===== config.mk =====
export PLATFORM = sky130hd
export DESIGN_NAME = flash_ctrl_status
export DESIGN_NICKNAME = d
export VERILOG_FILES = /design/src/hdl/flash_ctrl_pkg.sv /design/src/hdl/flash_ctrl_status.sv
export SDC_FILE = /design/constraint.sdc
export NUM_CORES = 1
export LEC_CHECK = 0
export BUFFER_PORTS_ARGS = -buffer_cell sky130_fd_sc_hd__buf_4
export CORE_AREA = 2 2 69 87
export DETAILED_ROUTE_END_ITERATION = 10
export DIE_AREA = 0 0 71 89
export PLACE_DENSITY = 0.72
export SYNTH_ARGS = -nofsm -noshare
export SYNTH_HDL_FRONTEND = slang
export SYNTH_SLANG_ARGS = --single-unit

===== constraint.sdc =====
create_clock -name clock -period 4.8 [get_ports clock]
set_clock_uncertainty 0.2 [all_clocks]
set_input_delay 1.44 -clock clock [delete_from_list [all_inputs] [get_ports clock]]
set_output_delay 1.44 -clock clock [all_outputs]
set_load 0.005 [all_outputs]

===== src/hdl/flash_ctrl_pkg.sv =====
/*
  Package for the flash control and status block: register indices, field positions,
  reset values, mode codes and timing constants.
  Assumes a byte-wide plain register port on one 20 MHz clock.
*/
package flash_ctrl_pkg;

  // Register indices on the plain port
  localparam logic [2:0] ADDR_PE_CONTROL   = 3'h0;
  localparam logic [2:0] ADDR_ERROR_STATUS = 3'h1;
  localparam logic [2:0] ADDR_ERASE_SELECT = 3'h2;
  localparam logic [2:0] ADDR_POWER_CTRL   = 3'h3;
  localparam logic [2:0] ADDR_ACCESS_GATE  = 3'h4;
  localparam logic [2:0] ADDR_IRQ_STATUS   = 3'h5;
  localparam logic [2:0] ADDR_IRQ_MASK     = 3'h6;
  localparam logic [2:0] ADDR_MODE         = 3'h7;

  // Field positions
  localparam int BIT_ERROR_FLAG      = 7;
  localparam int BIT_POWERDOWN_INHIB = 7;
  localparam int BIT_ACCESS_ENABLE   = 7;
  localparam int BIT_SW_WRITE_EN     = 6;
  localparam int BIT_IRQ_ERROR       = 0;
  localparam int BIT_IRQ_CLEARED     = 1;
  localparam int BIT_IRQ_POWERDOWN   = 2;

  // Reset values
  localparam logic [7:0] RST_PE_CONTROL   = 8'h00;
  localparam logic [7:0] RST_ERASE_SELECT = 8'h00;
  localparam logic [7:0] RST_BYTE         = 8'h00;
  localparam logic [2:0] RST_IRQ          = 3'h0;

  // Erase block map: select bit i picks block i
  localparam logic [15:0] BLK_START [5] = '{16'h0000, 16'h0400, 16'h0800, 16'h0C00, 16'h1000};
  localparam logic [15:0] BLK_END   [5] = '{16'h03FF, 16'h07FF, 16'h0BFF, 16'h0FFF, 16'h7FFF};
  localparam int NUM_BLOCKS = 5;

  // Mode pin setup time before reset release, in states
  localparam int MODE_SETUP_STATES = 4;

  typedef enum logic [1:0] {
    MODE_USER       = 2'b00,
    MODE_BOOT       = 2'b01,
    MODE_PROGRAMMER = 2'b10,
    MODE_UNDEFINED  = 2'b11
  } op_mode_t;

endpackage


===== src/hdl/flash_ctrl_status.sv =====
/*
  Flash control and status: error flag, erase block select, power-down control,
  access gate, mode capture at reset end, sticky interrupts.
  Assumes a single-cycle plain register port; mode pins come from outside and are synchronised.
*/
// What this block does
// - Program/erase failure sets read-only error flag bit 7; error-protection while set.
// - Reserved bits 6..0 of status, power and gate registers read zero.
// - Erase block select held at zero while software write enable is 0.
// - More than one select bit set clears the whole select register.
// - Each select bit picks one erase block: four 1 kbyte, one 28 kbyte.
// - Subactive entry powers flash down unless powerdown inhibit bit is 1.
// - Power-down partly halts flash supply; reads remain allowed.
// - Access gate bit 7 gates CPU access to control, status, select, power registers.
// - Mode from test, interrupt, port pins sampled at reset end.
// - Boot mode runs built-in boot program loading control program then full erase.
// - User mode lets a user control program erase and program single blocks.
// - Write enable 0 blocks setting other control bits and select bits.
`timescale 1ns/100ps
`default_nettype none

module flash_ctrl_status
  import flash_ctrl_pkg::*;
(
  // Clock and reset
  input  wire logic        clock,
  input  wire logic        srst,
  // Register port
  input  wire logic [2:0]  reg_addr,
  input  wire logic [7:0]  reg_wdata,
  input  wire logic        reg_wr,
  input  wire logic        reg_rd,
  output logic      [7:0]  reg_rdata,
  // Flash core status and chip power state
  input  wire logic        pe_fail,
  input  wire logic        subactive,
  // Mode pins
  input  wire logic        test_pin,
  input  wire logic        nmi_pin,
  input  wire logic        port_eight_bit_five,
  input  wire logic        port_b_bit_zero,
  input  wire logic        port_b_bit_one,
  input  wire logic        port_b_bit_two,
  // Flash core controls
  output logic      [7:0]  program_erase_control,
  output logic      [4:0]  erase_block_select,
  output logic             error_protect,
  output logic             flash_powerdown,
  output logic      [1:0]  op_mode,
  output logic             boot_program_start,
  output logic             user_program_allowed,
  output logic             irq
);

  ////////////////////////////////////////////////////////////////////////////
  // Pin synchronisers and mode capture

  localparam int NPIN = 6;
  logic [NPIN-1:0] pin_raw;
  logic [NPIN-1:0] pin_s1_r, pin_s2_r, pin_s3_r, pin_stable_r;
  assign pin_raw = {port_b_bit_two, port_b_bit_one, port_b_bit_zero,
                    port_eight_bit_five, nmi_pin, test_pin};

  genvar gi;
  generate
    for (gi = 0; gi < NPIN; gi++) begin : g_sync
      always_ff @(posedge clock) begin
        pin_s1_r[gi] <= pin_raw[gi];
        pin_s2_r[gi] <= pin_s1_r[gi];
        pin_s3_r[gi] <= pin_s2_r[gi];
        if (pin_s2_r[gi] == pin_s3_r[gi]) begin
          pin_stable_r[gi] <= pin_s3_r[gi];
        end
      end
    end
  endgenerate

  op_mode_t mode_nxt;
  op_mode_t mode_r;
  logic     in_reset_r;

  always_comb begin
    mode_nxt = MODE_UNDEFINED;
    if (!pin_stable_r[0] && pin_stable_r[1]) begin
      mode_nxt = MODE_USER;
    end else if (!pin_stable_r[0] && !pin_stable_r[1] && pin_stable_r[2]) begin
      mode_nxt = MODE_BOOT;
    end else if (pin_stable_r[0] && pin_stable_r[5:3] == 3'h0) begin
      mode_nxt = MODE_PROGRAMMER;
    end
  end

  // Mode caught on the first edge after reset release
  always_ff @(posedge clock) begin
    if (srst) begin
      in_reset_r         <= 1'b1;
      mode_r             <= MODE_UNDEFINED;
      boot_program_start <= 1'b0;
    end else begin
      in_reset_r         <= 1'b0;
      boot_program_start <= 1'b0;
      if (in_reset_r) begin
        mode_r             <= mode_nxt;
        boot_program_start <= (mode_nxt == MODE_BOOT);
      end
    end
  end

  assign op_mode = mode_r;

  ////////////////////////////////////////////////////////////////////////////
  // Register writes

  logic       gate_r, inhibit_r, error_r;
  logic [7:0] pe_ctrl_r;
  logic [4:0] sel_r;
  logic [2:0] irq_stat_r, irq_mask_r;
  logic       gated_ok, wr_pe, wr_sel, wr_pwr;
  logic       swe_nxt;
  logic [4:0] sel_wr;

  assign gated_ok = gate_r;
  assign wr_pe    = reg_wr && gated_ok && reg_addr == ADDR_PE_CONTROL;
  assign wr_sel   = reg_wr && gated_ok && reg_addr == ADDR_ERASE_SELECT;
  assign wr_pwr   = reg_wr && gated_ok && reg_addr == ADDR_POWER_CTRL;
  assign swe_nxt  = wr_pe ? reg_wdata[BIT_SW_WRITE_EN] : pe_ctrl_r[BIT_SW_WRITE_EN];
  assign sel_wr   = wr_sel ? reg_wdata[4:0] : sel_r;

  always_ff @(posedge clock) begin
    if (srst) begin
      gate_r <= 1'b0;
    end else if (reg_wr && reg_addr == ADDR_ACCESS_GATE) begin
      gate_r <= reg_wdata[BIT_ACCESS_ENABLE];
    end
  end

  always_ff @(posedge clock) begin
    if (srst) begin
      inhibit_r <= 1'b0;
    end else if (wr_pwr) begin
      inhibit_r <= reg_wdata[BIT_POWERDOWN_INHIB];
    end
  end

  // Other control bits only settable with write enable
  always_ff @(posedge clock) begin
    if (srst) begin
      pe_ctrl_r <= RST_PE_CONTROL;
    end else if (wr_pe) begin
      pe_ctrl_r <= reg_wdata[BIT_SW_WRITE_EN] ? {1'b0, reg_wdata[6:0]} : 8'h00;
    end
  end

  always_ff @(posedge clock) begin
    if (srst) begin
      sel_r <= RST_ERASE_SELECT[4:0];
    end else if (!swe_nxt) begin
      sel_r <= RST_ERASE_SELECT[4:0];
    end else if ($countones(sel_wr) > 1) begin
      sel_r <= RST_ERASE_SELECT[4:0];
    end else begin
      sel_r <= sel_wr;
    end
  end

  // Error status is read-only; writes are ignored
  always_ff @(posedge clock) begin
    if (srst) begin
      error_r <= 1'b0;
    end else if (pe_fail) begin
      error_r <= 1'b1;
    end
  end

  ////////////////////////////////////////////////////////////////////////////
  // Outputs to flash core

  always_ff @(posedge clock) begin
    if (srst) begin
      program_erase_control <= RST_PE_CONTROL;
      erase_block_select    <= RST_ERASE_SELECT[4:0];
      error_protect         <= 1'b0;
      flash_powerdown       <= 1'b0;
      user_program_allowed  <= 1'b0;
    end else begin
      program_erase_control <= pe_ctrl_r;
      erase_block_select    <= sel_r;
      error_protect         <= error_r;
      flash_powerdown       <= subactive && !inhibit_r;
      user_program_allowed  <= (mode_r == MODE_USER) && !error_r;
    end
  end

  ////////////////////////////////////////////////////////////////////////////
  // Interrupts

  logic [2:0] irq_evt;
  logic       err_rise;
  logic       pd_rise;
  logic       error_d_r, pd_d_r;

  always_ff @(posedge clock) begin
    if (srst) begin
      error_d_r <= 1'b0;
      pd_d_r    <= 1'b0;
    end else begin
      error_d_r <= error_r;
      pd_d_r    <= flash_powerdown;
    end
  end

  assign err_rise = error_r && !error_d_r;
  assign pd_rise  = flash_powerdown && !pd_d_r;
  assign irq_evt  = {pd_rise, wr_sel && ($countones(sel_wr) > 1), err_rise};

  always_ff @(posedge clock) begin
    if (srst) begin
      irq_stat_r <= RST_IRQ;
    end else begin
      if (reg_wr && reg_addr == ADDR_IRQ_STATUS) begin
        irq_stat_r <= (irq_stat_r & ~reg_wdata[2:0]) | irq_evt;
      end else begin
        irq_stat_r <= irq_stat_r | irq_evt;
      end
    end
  end

  always_ff @(posedge clock) begin
    if (srst) begin
      irq_mask_r <= RST_IRQ;
    end else if (reg_wr && reg_addr == ADDR_IRQ_MASK) begin
      irq_mask_r <= reg_wdata[2:0];
    end
  end

  always_ff @(posedge clock) begin
    if (srst) begin
      irq <= 1'b0;
    end else begin
      irq <= |(irq_stat_r & irq_mask_r);
    end
  end

  ////////////////////////////////////////////////////////////////////////////
  // Read path

  always_ff @(posedge clock) begin
    if (srst) begin
      reg_rdata <= RST_BYTE;
    end else if (reg_rd) begin
      unique case (reg_addr)
        ADDR_PE_CONTROL:   reg_rdata <= gated_ok ? pe_ctrl_r : 8'h00;
        ADDR_ERROR_STATUS: reg_rdata <= gated_ok ? {error_r, 7'h00} : 8'h00;
        ADDR_ERASE_SELECT: reg_rdata <= gated_ok ? {3'h0, sel_r} : 8'h00;
        ADDR_POWER_CTRL:   reg_rdata <= gated_ok ? {inhibit_r, 7'h00} : 8'h00;
        ADDR_ACCESS_GATE:  reg_rdata <= {gate_r, 7'h00};
        ADDR_IRQ_STATUS:   reg_rdata <= {5'h00, irq_stat_r};
        ADDR_IRQ_MASK:     reg_rdata <= {5'h00, irq_mask_r};
        ADDR_MODE:         reg_rdata <= {6'h00, mode_r};
      endcase
    end else begin
      reg_rdata <= 8'h00;
    end
  end

  ////////////////////////////////////////////////////////////////////////////
  // Checks

  property p_error_sticky;
    @(posedge clock) disable iff (srst) pe_fail |=> error_r ##1 error_protect;
  endproperty
  a_error_sticky: assert property (p_error_sticky) else $error("error flag not set");

  property p_status_reserved;
    @(posedge clock) disable iff (srst)
      reg_rd && reg_addr == ADDR_ERROR_STATUS |=> reg_rdata[6:0] == 7'h00;
  endproperty
  a_status_reserved: assert property (p_status_reserved) else $error("reserved bits nonzero");

  property p_sel_zero_no_swe;
    @(posedge clock) disable iff (srst) !pe_ctrl_r[BIT_SW_WRITE_EN] |-> sel_r == 5'h00;
  endproperty
  a_sel_zero_no_swe: assert property (p_sel_zero_no_swe) else $error("select set without enable");

  property p_sel_onehot;
    @(posedge clock) disable iff (srst) $countones(sel_r) <= 1;
  endproperty
  a_sel_onehot: assert property (p_sel_onehot) else $error("select not one-hot");

  property p_powerdown;
    @(posedge clock) disable iff (srst)
      subactive && !inhibit_r ##1 !srst |-> flash_powerdown;
  endproperty
  a_powerdown: assert property (p_powerdown) else $error("power-down not entered");

  property p_gate_blocks;
    @(posedge clock) disable iff (srst)
      !gate_r && reg_rd && reg_addr == ADDR_POWER_CTRL |=> reg_rdata == 8'h00;
  endproperty
  a_gate_blocks: assert property (p_gate_blocks) else $error("gated read leaked");

  property p_mode_hold;
    @(posedge clock) disable iff (srst) !in_reset_r |=> $stable(mode_r);
  endproperty
  a_mode_hold: assert property (p_mode_hold) else $error("mode changed after reset");

  property p_pe_needs_swe;
    @(posedge clock) disable iff (srst) pe_ctrl_r != 8'h00 |-> pe_ctrl_r[BIT_SW_WRITE_EN];
  endproperty
  a_pe_needs_swe: assert property (p_pe_needs_swe) else $error("control bit without enable");

endmodule

`default_nettype wire


==> metrics.md <==
| Metric | Value |
|---|---|
| Run status | finished clean |
| Share of post-route cells with drive strength above 1 | 0.262 |
| Adder-cell share of the synthesized area | 0.0127 |
| Max Clock Freq | 228 MHz |
| Synthesized-area fraction occupied by ao, oa, aoi and oai cells | 0.0703 |
| Clock-pin transition on the worst setup and hold timing paths | 0.08 ns |
| Largest family of logic cells by synthesized area | simple AND/OR/NAND/NOR gates |
| Capture point of the worst path | sel_r[2] |
| Gate Count Post-Synth | 233 |
| First-pass GRT wire length | 7490 um |
| Netlist cell types | 41 |
| Global route overflow | 0 |
| Number of hold-repair buffers added at the cts stage | 0 |
| Mapped Avg Cell Area | 11.0 um^2 |
| Kind of launch point of the worst setup path | input pin |
| Maxcap violations | 0 |
| Antenna violations before repair | 0 |
| Number of H-tree levels | 3 |
| Top library cells by usage in the layout, fill and taps aside | sky130_fd_sc_hd__dfxtp_1 (68), sky130_fd_sc_hd__buf_4 (50), sky130_fd_sc_hd__nor2_1 (25) |
| Buffers inserted by post-CTS timing repair | 0 |
| TritonCTS clock tree | yes |
| Required arrival time at the worst endpoint | 4.87 ns |
| Number of endpoints with negative hold slack in the final report | 0 |
| Area contributors post-synth | sky130_fd_sc_hd__dfxtp_1 (53%), sky130_fd_sc_hd__edfxtp_1 (7.0%), sky130_fd_sc_hd__nor2b_1 (4.9%) |
| Most common cell after layout, fill and taps aside | sky130_fd_sc_hd__dfxtp_1 |
| Final Cycle Share | 0.912 |
| CTS Buf Count | 9 |
| Post-detail-place hpwl | 3230 um |
| Sum of routed wire length over all layers | 4550 um |
| # setup viols final | 0 |
| Crit. Startpoint | reg_addr[0] |
| Total non-filler cell area in the finished layout | 0.00318 mm^2 |
| Share of synthesized area occupied by flip-flops and latches | 0.602 |
| Inst Count DP | 334 |
| DIE AREA | 0.00632 mm^2 |
| Nature of the critical path endpoint | register |
| CTS Root Cell | sky130_fd_sc_hd__clkbuf_8 |
| Number of flops mapped to enable cells by yosys | 6 |
| Clock Path Buffers | 2 |
| WL/cell | 13.0 um |
| Min Clock Period, post-route | 4.38 ns |
| Routed vias | 1745 |
| Peak VDD IR | 0.265 mV |
| Seq cells post-synth | 74 |
| Setup repair after global routing missed its margin | no |
| Crit path arrival time | 4.45 ns |
| Area of the mapped netlist | 0.00256 mm^2 |
| Standard cell core area | 0.00544 mm^2 |
| Number of clock sinks seen by CTS | 74 |
| Vias per cell | 4.99 |
| Ratio of total power to cell area | 402 mW/mm^2 |
| End of the worst register-to-register path | sel_r[2] |
| Number of I/O port buffers | 49 |
| Proportion of register bits with asynchronous set or reset after synthesis | 0 |
| Syn nets | 258 |
| Worst Path Max Fanout | 10 |
| Vias in the first global route | 1599 |
| Floorplan die width | 71 um |
| Number of standard cells in the final layout excluding fillers | 350 |
| Commonest register cell after synthesis | sky130_fd_sc_hd__dfxtp_1 |
| Leakage | 1.32 nW |
| Post-route DRC | 0 |
| Origin of the critical flop-to-flop path | gate_r |
| Yosys top cell area share | 0.531 |
| Total negative slack for setup checks | 0 ns |
| Final standard cell utilization of the core | 0.585 |
| Area leader, netlist | sky130_fd_sc_hd__dfxtp_1 |
| Flop2flop setup slack | 1.53 ns |
| Pins Over Slew Limit | 0 |
| Remaining antenna violation count after routing | 0 |
| Synth Area in XOR/XNOR | 0.0205 |
| Boundary pin count | 51 |
| Starting utilization of the core area | 0.471 |
| Largest net degree at the start of global routing | 41 |
| Growth of design area from synthesis to finish | 24.2% |
| Basic-gate share of the synthesized area counting and, or, nand and nor cells | 0.190 |
| Height of the chip | 89 um |
| Post_cts resized | 0 |
| Drt first pass iters | 4 |
| Hold Path Class | register to register |
| Clock latency reported for the late side of the worst-skew pair | 0.34 ns |
| Share of synthesized area spent on multiplexers | 0.0708 |
| Yosys warnings | 0 |
| Dpl cell area | 0.00294 mm^2 |
| Violation count after the first detailed-route iteration | 82 |
| Number of cells on the worst reg-to-reg path | 10 |
| Diodes inserted | 0 |
| Global routing usage summed across all routing layers | 0.161 |
| Final GP Congestion | 0.860 |
| Layout Nets | 306 |
| Std-Cell Rows | 30 |
| WS Path Type | input pin to register |
[state kept, by name, indices dropped and copies added, names as in the netlist, 6 cells and up]
signal,count
pin_s2_r,6
reg_rdata,8
pin_s3_r,6
pe_ctrl_r,7
pin_s1_r,6
pin_stable_r,6
program_erase_control,7
[area by class of cell]
type | count | area (um^2)
clock buffer | 10 | 128
clock inverter | 6 | 113
fill | 462 | 2260
inverter | 2 | 7.51
multi-input combinational | 144 | 937
sequential | 74 | 1540
tap | 64 | 80.1
timing repair buffer | 50 | 375
[Yosys cell counts, types with 4 or more instances]
cell / n
sky130_fd_sc_hd__mux2_2: 5
sky130_fd_sc_hd__clkbuf_1: 8
sky130_fd_sc_hd__nor3b_1: 4
sky130_fd_sc_hd__mux2i_1: 11
sky130_fd_sc_hd__dfxtp_1: 68
sky130_fd_sc_hd__edfxtp_1: 6
sky130_fd_sc_hd__nor2b_1: 20
sky130_fd_sc_hd__nand3_1: 8
sky130_fd_sc_hd__a21oi_1: 13
sky130_fd_sc_hd__nand2_1: 17
sky130_fd_sc_hd__nor2_1: 25
sky130_fd_sc_hd__xnor2_1: 6
[cell families after synthesis]
family | Yosys count
AOI/OAI and AO/OA | 26
xor gates and xnor gates | 6
adders and majority gates | 2
buffers and inverters | 15
DFF | 74
muxes | 17
other | 1
and+or+nand+nor | 92
[per-stage QoR]
step / worst slack (ns) / total power [mW] / hold WS, ns
after floorplan: 0.177 / 0.698 / 0.110
after global placement: 0.194 / 0.723 / 0.110
after detailed placement: 0.0880 / 0.725 / 0.115
after CTS: 0.455 / 1.29 / 0.133
after global routing: 0.283 / 1.33 / 0.136
final: 0.423 / 1.28 / 0.129
[worst min-delay path by stage]
stage,startpoint,end,slack [ns],depth (start not counted)
after global routing,pin_s1_r[0],pin_s2_r[0],0.14,0
after global placement,pin_s1_r[1],pin_s2_r[1],0.11,0
final,pin_s1_r[3],pin_s2_r[3],0.13,0
after floorplan,pin_s1_r[0],pin_s2_r[0],0.11,0
after detailed placement,pin_s1_r[0],pin_s2_r[0],0.12,0
after CTS,pin_s1_r[2],pin_s2_r[2],0.13,0
[worst max-delay path: stages]
cell and delay [ns]:
sky130_fd_sc_hd__buf_4 0.15, sky130_fd_sc_hd__or3b_1 0.41, sky130_fd_sc_hd__or2_1 0.34, sky130_fd_sc_hd__mux2i_1 0.19
sky130_fd_sc_hd__fa_1 0.56, sky130_fd_sc_hd__inv_1 0.04, sky130_fd_sc_hd__ha_1 0.20, sky130_fd_sc_hd__or4bb_1 0.50
sky130_fd_sc_hd__nor3_1 0.25, sky130_fd_sc_hd__o221ai_2 0.22, sky130_fd_sc_hd__a21oi_1 0.15
[layer usage]
| layer | share of wire | wire (um) | track usage |
|---|---|---|---|
| met1 | 0.44 | 2010 | 0.193 |
| met2 | 0.48 | 2180 | 0.245 |
| met5 | 0 | 0 | 0 |
| met4 | 0.019 | 88 | 0.103 |
| met3 | 0.060 | 272 | 0.0586 |
[power by group]
group	internal, mW	total, mW	switching, mW
clock	0.347	0.570	0.223
combinational	0.0312	0.0583	0.0272
sequential	0.641	0.652	0.0105
No activity file was read; power rests on OpenSTA's default activity.
